## config.mk

```make
export PLATFORM = sky130hd
export DESIGN_NAME = cwg_core
export DESIGN_NICKNAME = d
export VERILOG_FILES = /design/src/shared/cwg_pkg.sv /design/src/rtl/cwg_core.sv
export SDC_FILE = /design/constraint.sdc
export NUM_CORES = 1
export LEC_CHECK = 0
export BUFFER_PORTS_ARGS = -buffer_cell sky130_fd_sc_hd__buf_2
export CAP_MARGIN = 40
export CORE_ASPECT_RATIO = 0.75
export CORE_MARGIN = 2
export CORE_UTILIZATION = 45
export CTS_CLUSTER_SIZE = 24
export DETAILED_ROUTE_END_ITERATION = 10
export GPL_TIMING_DRIVEN = 1
export PLACE_DENSITY = 0.69
export SLEW_MARGIN = 20
export SYNTH_ARGS = -nofsm -noshare
export SYNTH_HDL_FRONTEND = slang
export SYNTH_SLANG_ARGS = --single-unit
```

## constraint.sdc

```tcl
create_clock -name clk -period 2.61 [get_ports clk]
set_input_delay 0.1305 -clock clk [delete_from_list [all_inputs] [get_ports clk]]
set_output_delay 0.1305 -clock clk [all_outputs]
set_load 0.01 [all_outputs]
```

## src/shared/cwg_pkg.sv

```systemverilog
package cwg_pkg;

   // ---------------------------------------------------------------
   // register map (word index on the plain register port)
   // ---------------------------------------------------------------
   localparam logic [2:0] ADDR_CTRL0 = 3'h0;  // enable, polarity, clock select
   localparam logic [2:0] ADDR_CTRL1 = 3'h1;  // override levels, input source
   localparam logic [2:0] ADDR_CTRL2 = 3'h2;  // shutdown control
   localparam logic [2:0] ADDR_DBR   = 3'h3;  // rising dead band
   localparam logic [2:0] ADDR_DBF   = 3'h4;  // falling dead band

   // ---------------------------------------------------------------
   // field positions
   // ---------------------------------------------------------------
   localparam int BIT_EN    = 7;  // module enable
   localparam int BIT_OEB   = 6;  // output b enable
   localparam int BIT_OEA   = 5;  // output a enable
   localparam int BIT_POLB  = 4;  // output b polarity
   localparam int BIT_POLA  = 3;  // output a polarity
   localparam int BIT_CS    = 0;  // clock select
   localparam int BIT_ASE   = 7;  // shutdown status
   localparam int BIT_ARS   = 6;  // auto restart
   localparam int BIT_FLT   = 1;  // fault pin shutdown enable
   localparam int BIT_LC2   = 0;  // logic cell shutdown enable
   localparam int LSB_OVB   = 6;  // override b field low bit
   localparam int LSB_OVA   = 4;  // override a field low bit
   localparam int LSB_IS    = 0;  // input source field low bit

   // ---------------------------------------------------------------
   // implemented-bit masks and reset values
   // ---------------------------------------------------------------
   localparam logic [7:0] MASK_CTRL0  = 8'hF9;
   localparam logic [7:0] MASK_CTRL1  = 8'hF7;
   localparam logic [7:0] MASK_CTRL2  = 8'hC3;
   localparam logic [7:0] MASK_DB     = 8'h3F;
   localparam logic [7:0] RST_CTRL0   = 8'h00;
   localparam logic [7:0] RST_CTRL1   = 8'h00;
   localparam logic [7:0] RST_CTRL2   = 8'h00;
   localparam logic [7:0] RST_DB      = 8'h00;

   // override level codes
   typedef enum logic [1:0] {
      CWG_OV_INACTIVE = 2'h0,
      CWG_OV_TRISTATE = 2'h1,
      CWG_OV_LOW      = 2'h2,
      CWG_OV_HIGH     = 2'h3
   } cwg_ov_e;

   // input source codes
   localparam logic [2:0] SRC_PWM1 = 3'h2;
   localparam logic [2:0] SRC_PWM2 = 3'h3;
   localparam logic [2:0] SRC_PWM3 = 3'h4;
   localparam logic [2:0] SRC_PWM4 = 3'h5;
   localparam logic [2:0] SRC_OSC  = 3'h6;
   localparam logic [2:0] SRC_LC1  = 3'h7;

   // one pin: level plus output enable
   typedef struct packed {
      logic level;  // driven level
      logic oe;     // high while driven
   } cwg_pin_s;

   // candidate waveform sources
   typedef struct packed {
      logic lc1;    // first logic cell
      logic osc;    // oscillator output
      logic pwm4;
      logic pwm3;
      logic pwm2;
      logic pwm1;
   } cwg_src_s;

endpackage

```

## src/rtl/cwg_core.sv

```systemverilog
// Implementation choices: strobed register access and the address map.
module cwg_core
   import cwg_pkg::*;
(
   input  wire logic          clk,              // system clock
   input  wire logic          nrst,             // async reset, active low
   input  wire logic          fast_osc_tick,    // fast oscillator rate, async
   input  wire logic          sleep_req,        // cpu asleep
   input  wire logic [2:0]    addr,             // register index
   input  wire logic [7:0]    wdata,            // write data
   input  wire logic          wr,               // write strobe
   input  wire logic          rd,               // read strobe
   output      logic [7:0]    rdata,            // read data, cycle after rd
   input  wire cwg_pkg::cwg_src_s src_in,       // waveform sources, async
   input  wire logic          fault_input_pin,  // fault pin, async
   input  wire logic          second_logic_cell_output, // async
   output      cwg_pkg::cwg_pin_s output_a,     // pin a level and enable
   output      cwg_pkg::cwg_pin_s output_b,     // pin b level and enable
   output      logic          fast_osc_keep     // keep fast oscillator alive
);
   import cwg_pkg::*;

   // ---------------------------------------------------------------
   // registers
   // ---------------------------------------------------------------
   logic [7:0] ctrl0;          // enable, polarity, clock
   logic [7:0] ctrl1;          // overrides, source
   logic [5:0] rising_deadband_count;
   logic [5:0] falling_deadband_count;
   logic       auto_restart_enable;
   logic       fault_pin_shutdown_enable;
   logic       logic_cell_shutdown_enable;
   logic       shutdown_status_bit;

   // field views
   logic       module_enable_bit;
   logic       output_a_enable, output_b_enable;
   logic       output_a_polarity, output_b_polarity;
   logic       clock_source_select;
   logic [2:0] input_source_select;
   logic [1:0] override_level_a, override_level_b;

   assign module_enable_bit   = ctrl0[BIT_EN];
   assign output_b_enable     = ctrl0[BIT_OEB];
   assign output_a_enable     = ctrl0[BIT_OEA];
   assign output_b_polarity   = ctrl0[BIT_POLB];
   assign output_a_polarity   = ctrl0[BIT_POLA];
   assign clock_source_select = ctrl0[BIT_CS];
   assign override_level_b    = ctrl1[LSB_OVB +: 2];
   assign override_level_a    = ctrl1[LSB_OVA +: 2];
   assign input_source_select = ctrl1[LSB_IS +: 3];

   // ---------------------------------------------------------------
   // synchronisers
   // ---------------------------------------------------------------
   logic [8:0] sync1, sync2;   // two-stage for all async inputs
   logic [8:0] raw_in;

   assign raw_in = {fast_osc_tick, fault_input_pin, second_logic_cell_output,
                    src_in};

   // two flops per async input before any use
   always_ff @(posedge clk or negedge nrst)
   begin
      if (!nrst)
      begin
         sync1 <= 9'h000;
         sync2 <= 9'h000;
      end
      else
      begin
         sync1 <= raw_in;
         sync2 <= sync1;
      end
   end

   logic [5:0] src_s;      // synced sources
   logic       flt_s;      // synced fault pin
   logic       lc2_s;      // synced logic cell 2
   logic       osc_s;      // synced fast oscillator
   assign src_s = sync2[5:0];
   assign lc2_s = sync2[6];
   assign flt_s = sync2[7];
   assign osc_s = sync2[8];

   // ---------------------------------------------------------------
   // source select and dead band tick
   // ---------------------------------------------------------------
   function automatic logic pick_src(input logic [2:0] sel, input logic [5:0] s);
      logic r;
      r = 1'b0;
      unique case (sel)
         SRC_PWM1: r = s[0];
         SRC_PWM2: r = s[1];
         SRC_PWM3: r = s[2];
         SRC_PWM4: r = s[3];
         SRC_OSC:  r = s[4];
         SRC_LC1:  r = s[5];
         default:  r = 1'b0;  // reserved codes give a quiet source
      endcase
      return r;
   endfunction

   logic in_lvl;     // selected source level
   logic in_q;       // previous level
   logic osc_q;      // previous oscillator level
   logic tick;       // dead band count enable
   logic rise, fall; // edges of selected source

   assign in_lvl = pick_src(input_source_select, src_s);
   assign rise   = in_lvl & ~in_q;
   assign fall   = ~in_lvl & in_q;
   // system clock every cycle, or one per fast oscillator rising edge
   assign tick   = clock_source_select ? (osc_s & ~osc_q) : 1'b1;

   // edge history
   always_ff @(posedge clk or negedge nrst)
   begin
      if (!nrst)
      begin
         in_q  <= 1'b0;
         osc_q <= 1'b0;
      end
      else
      begin
         in_q  <= in_lvl;
         osc_q <= osc_s;
      end
   end

   // ---------------------------------------------------------------
   // dead band state machine
   // ---------------------------------------------------------------
   typedef enum logic [1:0] {
      CWG_IDLE   = 2'b00,  // both drives settled
      CWG_RISE   = 2'b01,  // counting before a turns on
      CWG_FALL   = 2'b10   // counting before b turns on
   } cwg_db_e;

   cwg_db_e    db_state;
   logic [6:0] db_cnt;     // counts up to the field value
   logic       drive_a;    // internal a drive, active high
   logic       drive_b;    // internal b drive, active high

   // edges abort a pending count; new edge restarts opposite count
   always_ff @(posedge clk or negedge nrst)
   begin
      if (!nrst)
      begin
         db_state <= CWG_IDLE;
         db_cnt   <= 7'h00;
         drive_a  <= 1'b0;
         drive_b  <= 1'b0;
      end
      else if (!module_enable_bit)
      begin
         db_state <= CWG_IDLE;
         db_cnt   <= 7'h00;
         drive_a  <= 1'b0;
         drive_b  <= 1'b0;
      end
      else if (rise)
      begin
         drive_b <= 1'b0;
         db_cnt  <= 7'h00;
         if (rising_deadband_count == 6'h00)
         begin
            drive_a  <= 1'b1;  // bypass
            db_state <= CWG_IDLE;
         end
         else
         begin
            db_state <= CWG_RISE;  // a stays off, pending b cancelled
         end
      end
      else if (fall)
      begin
         drive_a <= 1'b0;
         db_cnt  <= 7'h00;
         if (falling_deadband_count == 6'h00)
         begin
            drive_b  <= 1'b1;
            db_state <= CWG_IDLE;
         end
         else
         begin
            db_state <= CWG_FALL;
         end
      end
      else
      begin
         unique case (db_state)
            CWG_IDLE: ;
            CWG_RISE:
            begin
               if (tick)
               begin
                  if (db_cnt[5:0] == rising_deadband_count - 6'h01)
                  begin
                     drive_a  <= 1'b1;
                     db_state <= CWG_IDLE;
                  end
                  db_cnt <= db_cnt + 7'h01;
               end
            end
            CWG_FALL:
            begin
               if (tick)
               begin
                  if (db_cnt[5:0] == falling_deadband_count - 6'h01)
                  begin
                     drive_b  <= 1'b1;
                     db_state <= CWG_IDLE;
                  end
                  db_cnt <= db_cnt + 7'h01;
               end
            end
            default:
            begin
               db_state <= CWG_IDLE;
            end
         endcase
      end
   end

   // ---------------------------------------------------------------
   // shutdown
   // ---------------------------------------------------------------
   logic src_active;   // any enabled source active
   logic hold_ovr;     // overrides held until next rising edge

   assign src_active = (fault_pin_shutdown_enable & ~flt_s)
                     | (logic_cell_shutdown_enable & lc2_s);

   // overrides persist after status clears until a rising edge
   always_ff @(posedge clk or negedge nrst)
   begin
      if (!nrst)
         hold_ovr <= 1'b0;
      else if (shutdown_status_bit)
         hold_ovr <= 1'b1;
      else if (rise)
         hold_ovr <= 1'b0;
   end

   // ---------------------------------------------------------------
   // register writes
   // ---------------------------------------------------------------
   always_ff @(posedge clk or negedge nrst)
   begin
      if (!nrst)
      begin
         ctrl0                  <= RST_CTRL0;
         ctrl1                  <= RST_CTRL1;
         rising_deadband_count  <= RST_DB[5:0];
         falling_deadband_count <= RST_DB[5:0];
      end
      else if (wr)
      begin
         unique case (addr)
            ADDR_CTRL0: ctrl0 <= wdata & MASK_CTRL0;
            ADDR_CTRL1: ctrl1 <= wdata & MASK_CTRL1;
            ADDR_DBR:   rising_deadband_count  <= wdata[5:0];
            ADDR_DBF:   falling_deadband_count <= wdata[5:0];
            default: ;
         endcase
      end
   end

   // shutdown control bits
   always_ff @(posedge clk or negedge nrst)
   begin
      if (!nrst)
      begin
         auto_restart_enable        <= RST_CTRL2[BIT_ARS];
         fault_pin_shutdown_enable  <= RST_CTRL2[BIT_FLT];
         logic_cell_shutdown_enable <= RST_CTRL2[BIT_LC2];
      end
      else if (wr && addr == ADDR_CTRL2)
      begin
         auto_restart_enable        <= wdata[BIT_ARS];
         fault_pin_shutdown_enable  <= wdata[BIT_FLT];
         logic_cell_shutdown_enable <= wdata[BIT_LC2];
      end
   end

   // status: hardware set wins over any clear
   always_ff @(posedge clk or negedge nrst)
   begin
      if (!nrst)
         shutdown_status_bit <= RST_CTRL2[BIT_ASE];
      else if (src_active)
         shutdown_status_bit <= 1'b1;
      else if (wr && addr == ADDR_CTRL2 && wdata[BIT_ASE])
         shutdown_status_bit <= 1'b1;
      else if (wr && addr == ADDR_CTRL2 && !wdata[BIT_ASE])
         shutdown_status_bit <= 1'b0;  // only reached when sources idle
      else if (auto_restart_enable)
         shutdown_status_bit <= 1'b0;
   end

   // ---------------------------------------------------------------
   // output stage
   // ---------------------------------------------------------------
   function automatic cwg_pin_s out_pin(input logic drv, input logic pol,
                                        input logic [1:0] ov, input logic ovr,
                                        input logic oe);
      cwg_pin_s p;
      p.level = drv ^ pol;
      p.oe    = oe;
      if (ovr)
      begin
         unique case (ov)
            CWG_OV_HIGH:     p.level = 1'b1;
            CWG_OV_LOW:      p.level = 1'b0;
            CWG_OV_TRISTATE: p.oe    = 1'b0;
            CWG_OV_INACTIVE: p.level = pol;   // inactive, polarity applies
         endcase
      end
      return p;
   endfunction

   logic ovr_now;  // override in force this cycle
   assign ovr_now = src_active | shutdown_status_bit | hold_ovr;

   // registered pins; enables gated by module enable
   always_ff @(posedge clk or negedge nrst)
   begin
      if (!nrst)
      begin
         output_a <= '0;
         output_b <= '0;
      end
      else
      begin
         output_a <= out_pin(drive_a, output_a_polarity, override_level_a, ovr_now,
                             module_enable_bit & output_a_enable);
         output_b <= out_pin(drive_b, output_b_polarity, override_level_b, ovr_now,
                             module_enable_bit & output_b_enable);
      end
   end

   // fast oscillator request, only needed while the cpu sleeps
   always_ff @(posedge clk or negedge nrst)
   begin
      if (!nrst)
         fast_osc_keep <= 1'b0;
      else
         fast_osc_keep <= module_enable_bit & clock_source_select & in_lvl & sleep_req;
   end

   // ---------------------------------------------------------------
   // register reads
   // ---------------------------------------------------------------
   always_ff @(posedge clk or negedge nrst)
   begin
      if (!nrst)
         rdata <= 8'h00;
      else if (rd)
      begin
         unique case (addr)
            ADDR_CTRL0: rdata <= ctrl0;
            ADDR_CTRL1: rdata <= ctrl1;
            ADDR_CTRL2: rdata <= {shutdown_status_bit, auto_restart_enable, 4'h0,
                                  fault_pin_shutdown_enable,
                                  logic_cell_shutdown_enable};
            ADDR_DBR:   rdata <= {2'h0, rising_deadband_count};
            ADDR_DBF:   rdata <= {2'h0, falling_deadband_count};
            default:    rdata <= 8'h00;
         endcase
      end
      else
         rdata <= 8'h00;
   end

endmodule

```

==> out/results.txt, run 1 <==
status - completed
met1 Use GR - 28.10%
routed wire length - 7289 µm
pins over their slew limit - 0
total number of vias - 2494
crit path DAT - 2.75 ns
worst vdd ir - 383.1 µV
H-tree depth - 3
area of the multi-input gates - 1554 µm²
die height - 79.78 µm
first-pass GRT wire length - 11990 µm
Overall Global Routing Usage - 18.98%
Startpoint Class - flip-flop
num ports - 38
Mapped Nets - 347
maxcap violations - 0
GPL Wtd Cong - 0.8588
drt first pass iters - 4
FF/Latch Area - 1827 µm²
Final WS setup - 0.09792 ns
Max Clock Skew - 0.01375 ns
FF-to-FF Start - ctrl1[0]
CORE AREA - 7398 µm²
worst slack, placed - -0.01508 ns
number of enable flip-flop cells after synthesis - 0
Slew headroom - 65.63%
antenna violations before repair - 0
Vias/cell - 5.185
Seq/Total Area, Yosys - 53.01%
die area - 8380 µm²
ANT nets after route - 0
Synth Instances - 312
TritonCTS buffer count - 9
pwr/cell area - 798.7 nW/µm²
min cycle time layout - 2.512 ns
Max Freq - 398.1 MHz
Initial Util - 46.58%
Detailed Place HPWL - 5389 µm
synthesized area - 3446 µm²
GR Layer Usage met2 - 26.82%
Seq cells post-synth - 73
dominant synthesized flop cell - dfrtp_1
clk sinks - 73
reg2reg setup slack - 0.1 ns
Setup violations, final - 0
Synth top area share - 53.01%
Critical Path RT - 2.85 ns
Worst Setup Path Type - flip-flop to flip-flop
clk_lat worst skew - 0.35 ns
vias in the first global route - 2329
CTS tree - done
final hold vios - 0
Yosys warnings - 0
Hold Crit Class - input pin to flip-flop
WHS - 0.02766 ns
Final period util - 96.25%
post-synthesis area per instance - 11.04 µm²
clk buf depth - 2
CTS clk-pin slew, worst paths - 0.08 ns
average wire per standard cell - 15.15 µm
DRC violations left - 0
CP Capture Type - flip-flop
number of diodes - 0
fraction of layout cells with a size suffix above 1 - 29.21%
Buffers on Ports - 37
gr ovfl total - 0
Critical path origin - ctrl1[0]
CP max FO - 3
Iteration-0 DRC Markers - 77
post-synth cell types - 46
hold_sp - sleep_req
layout overhead on the synthesized area - 22.22%
Worst-Margin Slew - 0.5152 ns
fill count - 607
dominant cell type by area after synthesis - dfrtp_1
met3 Resource Use GR - 5.551%
P_leak - 1.940 nW
final layout net count - 411
largest net degree at the start of global routing - 34
row count - 27
Root Buffer - clkbuf_8
largest cells by area after synthesis - dfrtp_1, mux2_2, o21ai_0
GRT Max-Usage Layer - met1
final setup TNS - 0 ns
die width - 105.0 µm
Synth async-reset ratio - 100.0%
-- cells in the mapped netlist (all sizes together), types with 2 or more instances --
cell / count
a21oi: 8
a22oi: 3
a31oi: 6
and2: 8
and3: 5
buf: 3
clkbuf: 9
dfrtp: 73
ha: 10
inv: 20
mux2: 26
mux2i: 8
nand2: 20
nand2b: 3
nand3: 9
nand3b: 3
nor2: 13
nor2b: 8
nor3: 5
nor3b: 3
o21ai: 28
o311a: 2
o311ai: 2
o31ai: 4
or3: 2
xnor2: 11
xor2: 5
-- repair_timing --
action / 4_1_cts / 5_1_grt
buffers inserted: 1 / 2
endpoints found under the hold margin: 67 / 0
pin swaps: 2 / 5
gates resized for setup: 1 / 13
endpoints found under the setup margin: 1 / 4
hold buffers: 11 / 0
-- stage by stage --
step	cells	instance area, µm²	power (mW)	util (%)
after floorplan	312	3452	2.105	-
after global placement	451	3809	2.387	51.48
after detailed placement	452	3829	2.422	51.75
after CTS	479	4148	3.335	56.06
after global routing	481	4212	3.576	56.93
final	481	4212	3.364	56.93
-- registers in the layout (all words and copies together), names as in the netlist, 2 cells and up --
signal	cells
ctrl0	6
ctrl1	7
db_cnt	6
db_state	2
falling_deadband_count	6
output_a	2
output_b	2
rdata	8
rising_deadband_count	6
sync1	9
sync2	9
-- layout by cell type (no fill, tap or decap), types with 2 or more instances in the layout --
cell type / Yosys / final
and2_1: 7 / 7
o311ai_0: 2 / 2
nor2b_1: 8 / 8
a21oi_1: 8 / 7
nand2b_1: 3 / 2
buf_4: 0 / 16
dlygate4sd3_1: 0 / 11
a22oi_1: 3 / 3
o21ai_0: 28 / 26
o311a_1: 2 / 2
or3_4: 1 / 2
nor2_1: 13 / 12
ha_1: 10 / 9
a31oi_1: 6 / 4
mux2_2: 25 / 25
clkbuf_8: 0 / 10
buf_2: 0 / 37
mux2i_1: 8 / 8
nor3_1: 5 / 4
nor3b_1: 3 / 2
and3_1: 5 / 5
nand2_1: 20 / 20
xnor2_1: 11 / 11
a31oi_2: 0 / 2
clkinv_2: 0 / 2
nand3_1: 9 / 9
dfrtp_1: 73 / 73
inv_1: 20 / 19
o31ai_1: 4 / 4
xor2_1: 5 / 5
nand3b_1: 3 / 3
-- final timing paths --
| kind | cells after the start | endpoint |
|---|---|---|
| min in group asynchronous | 2 | db_cnt[4] |
| max in group asynchronous | 4 | ctrl0[6] |
| max reg2reg | 10 | db_state[0] |
| min | 3 | fast_osc_keep |
| min reg2reg | 0 | sync2[8] |
| max | 10 | db_state[0] |
-- layer usage --
layer  vias to the layer above  part of all wire, %
met4                         0                  1.5
met3                        12                  6.0
met1                      1195                   51
li1                       1211                    -
met5                         -                    0
met2                        76                   42
-- logic make-up after synthesis --
group | after synthesis | synth area share, %
AOI/OAI and AO/OA | 62 | 11.11
and+or+nand+nor | 84 | 12.89
buffers and inverters | 32 | 3.704
adders and majority gates | 10 | 3.631
muxes | 35 | 11.58
DFF | 73 | 53.01
xor gates and xnor gates | 16 | 4.067
-- area by class of cell --
type | instances | area share (%)
timing repair buffer | 65 | 10.34
inverter | 20 | 1.783
clock buffer | 10 | 3.268
multi-input combinational | 207 | 36.90
tap | 101 | 3.001
sequential | 73 | 43.37
clock inverter | 5 | 1.337
-- power breakdown --
group / switching, mW / internal (mW) / total, mW / leakage (nW)
Combinational: 0.474 / 0.508 / 0.982 / 0.941
Clock: 0.409 / 0.460 / 0.869 / 0.0981
Sequential: 0.194 / 1.32 / 1.51 / 0.901
Total: 1.08 / 2.29 / 3.36 / 1.94
-- critical path: stages, from the launching register on --
cell     delay, ns
dfrtp_1       0.40
buf_4         0.15
mux2i_1       0.12
nor3b_2       0.23
a21oi_4       0.06
ha_1          0.28
nand2_1       0.09
or3_4         0.45
a31oi_2       0.15
a211o_1       0.16
mux2_4        0.30
No activity file was read; power rests on OpenSTA's default activity.
==> inputs of run 2 (changes only) <==
- MAX_ROUTING_LAYER: not set -> met4
- clock period: 2.61 -> 2 ns (I/O delays scaled with it)
==> run 2 against run 1 <==
The run now ends with setup timing left. Die area did not move. Sequential share of layout area fell by 2.8 points. Clock power rose by 24%. Clock skew barely moved. First-iteration DRC count rose by 140%. Worst hold slack got worse by 0.0065 ns. Critical path type unchanged. Largest power group unchanged. Highest routed layer unchanged.
==> out/results.txt, run 2 (synthesized netlist as in run 1, its figures left out) <==
Hold EP - ctrl1[7]
maxcap violations - 0 (unchanged)
reg2reg setup slack - -0.51 ns (-0.61 ns)
CP delay by family, top - multiplexers
ANT nets after route - 0 (unchanged)
Initial Util - 46.58% (unchanged)
gr ovfl total - 0 (unchanged)
CP Capture Type - flip-flop
number of diodes - 0 (unchanged)
min cycle time layout - 2.508 ns (-0.004016 ns)
vias in the first global route - 2693 (+16%)
Max Clock Skew - 0.01385 ns (+0.0001067 ns)
CORE AREA - 7398 µm² (unchanged)
reg-to-reg endpoint - db_state[0]
average wire per standard cell - 16.06 µm (+6.0%)
area post-placement - 4011 µm² (+4.8%)
crit path DAT - 2.76 ns (about the same)
drt first pass iters - 4 (unchanged)
status - finished with violations
H-tree depth - 3 (unchanged)
Setup violations, final - 10 (+10)
Root Buffer - clkbuf_8
routed wire length - 8144 µm (+12%)
GPL Wtd Cong - 0.8590 (about the same)
die height - 79.78 µm (unchanged)
FF-to-FF Start - ctrl1[0]
Iteration-0 DRC Markers - 182 (+140%)
die width - 105.0 µm (unchanged)
TritonCTS buffer count - 9 (unchanged)
commonest non-fill, non-tap cell in the layout - dfrtp_1
Final WS setup - -0.5081 ns (-0.6060 ns)
WHS - 0.02116 ns (-0.006506 ns)
worst vdd ir - 505.2 µV (+32%)
fraction of layout cells with a size suffix above 1 - 36.45% (+7.2 points)
row count - 27 (unchanged)
Hold Crit Class - input pin to flip-flop
worst reg2reg path depth - 10 (unchanged)
final core area utilization - 60.90% (+4.0 points)
Top Registers - sync1 x9, sync2 x9, rdata x8
num ports - 38 (unchanged)
first-pass GRT wire length - 13320 µm (+11%)
final hold vios - 0 (unchanged)
post-route design area - 4506 µm² (+7.0%)
CP max FO - 4 (+1)
Tot Pwr - 4.674 mW (+39%)
crit-path cells - mux4_2, a21oi_4, inv_2, ha_4, nand2b_4, nor2_4, o21ai_1, a31oi_4, a211o_1, mux2_4
final layout net count - 436 (+6.1%)
Vias/cell - 5.241 (+1.1%)
Worst Path Buf+Inv - 1 (unchanged)
largest net degree at the start of global routing - 74 (+120%)
Max Freq - 398.7 MHz (+0.16%)
Final period util - 125.4% (+29 points)
hold_sp - wdata[7]
clk_lat worst skew - 0.36 ns (about the same)
clk buf depth - 2 (unchanged)
layout overhead on the synthesized area - 30.76%
clk sinks - 73 (unchanged)
RSZ-0062 raised after global routing - true
Overall Global Routing Usage - 21.61% (+2.6 points)
Startpoint Class - flip-flop
Worst Setup Path Type - flip-flop to flip-flop
pwr/cell area - 1037 nW/µm² (+30%)
WHS Path Cells - 2 (-1)
CTS clk-pin slew, worst paths - 0.09 ns (about the same)
most frequent cells in the layout - dfrtp_1, buf_2, buf_4
fill count - 580 (-4.4%)
failing checks - setup timing
worst slack, placed - -0.4864 ns (-0.4714 ns)
area of the multi-input gates - 1653 µm² (+6.4%)
Detailed Place HPWL - 5758 µm (+6.8%)
FF/Latch Area - 1827 µm² (unchanged)
pins over their slew limit - 0 (unchanged)
CTS tree - done
Crit-path slowest cell - mux4_2
die area - 8380 µm² (unchanged)
Slew headroom - 63.15% (-2.5 points)
antenna violations before repair - 0 (unchanged)
Critical Path RT - 2.25 ns (-0.60 ns)
slowest cell delay on critical path - 0.54 ns (+0.09 ns)
DRC violations left - 0 (unchanged)
P_leak - 2.088 nW (+7.7%)
total number of vias - 2657 (+6.5%)
Buffers on Ports - 37 (unchanged)
Worst-Margin Slew - 0.5469 ns (+0.03171 ns)
[run 2: timing repair]
action / in CTS / in global routing
setup endpoints to repair: 10 / 10
buffers inserted: 2 / 4
pin swaps: 6 / 2
hold endpoints to repair: 84 / 0
hold buffers: 12 / 0
gates resized for setup: 16 / 22
[run 2: metal layers]
metal	GRT usage (%)	wire (µm)
met1	29.06	3932
met2	33.44	3703
met3	5.224	438
met4	5.333	70
met5	-	0
[run 2: worst register-to-register path, cell delays in order, from the launching register on]
cell and delay [ns]:
dfrtp_1 0.39, mux4_2 0.54, a21oi_4 0.17, inv_2 0.07
ha_4 0.15, nand2b_4 0.16, nor2_4 0.15, o21ai_1 0.14
a31oi_4 0.18, a211o_1 0.16, mux2_4 0.30
[run 2: how the worst max path moves through the flow]
stage	start	to	slack [ns]	cells after the start
2_1_floorplan	ctrl1[0]	db_state[0]	-0.43	9
5_1_grt	ctrl1[0]	db_state[1]	-0.67	11
3_5_place_dp	ctrl1[0]	db_state[0]	-0.49	10
3_3_place_gp	ctrl1[0]	db_state[0]	-0.41	9
4_1_cts	ctrl1[0]	db_state[0]	-0.45	8
6_report	ctrl1[0]	db_state[0]	-0.51	10
[run 2: power by group]
part | switching, mW | internal, mW | leakage, nW | total, mW
logic | 0.801 | 0.860 | 1.10 | 1.66
registers | 0.208 | 1.72 | 0.901 | 1.93
clock network | 0.613 | 0.471 | 0.0848 | 1.08
[run 2: area by class of cell]
class	instances	share of cell area [%]
multi-input cells	207	36.68
clock buffers	9	2.749
flip-flops and latches	73	40.54
inverters	20	1.666
well taps	101	2.805
clock inverters	7	1.333
repair buffers	90	14.22
[run 2: through the flow]
step | cells | setup TNS, ns
6_report | 507 | -2.619
4_1_cts | 504 | -2.638
5_1_grt | 507 | -3.992
3_5_place_dp | 474 | -2.489
2_1_floorplan | 312 | -1.384
3_3_place_gp | 474 | -1.946
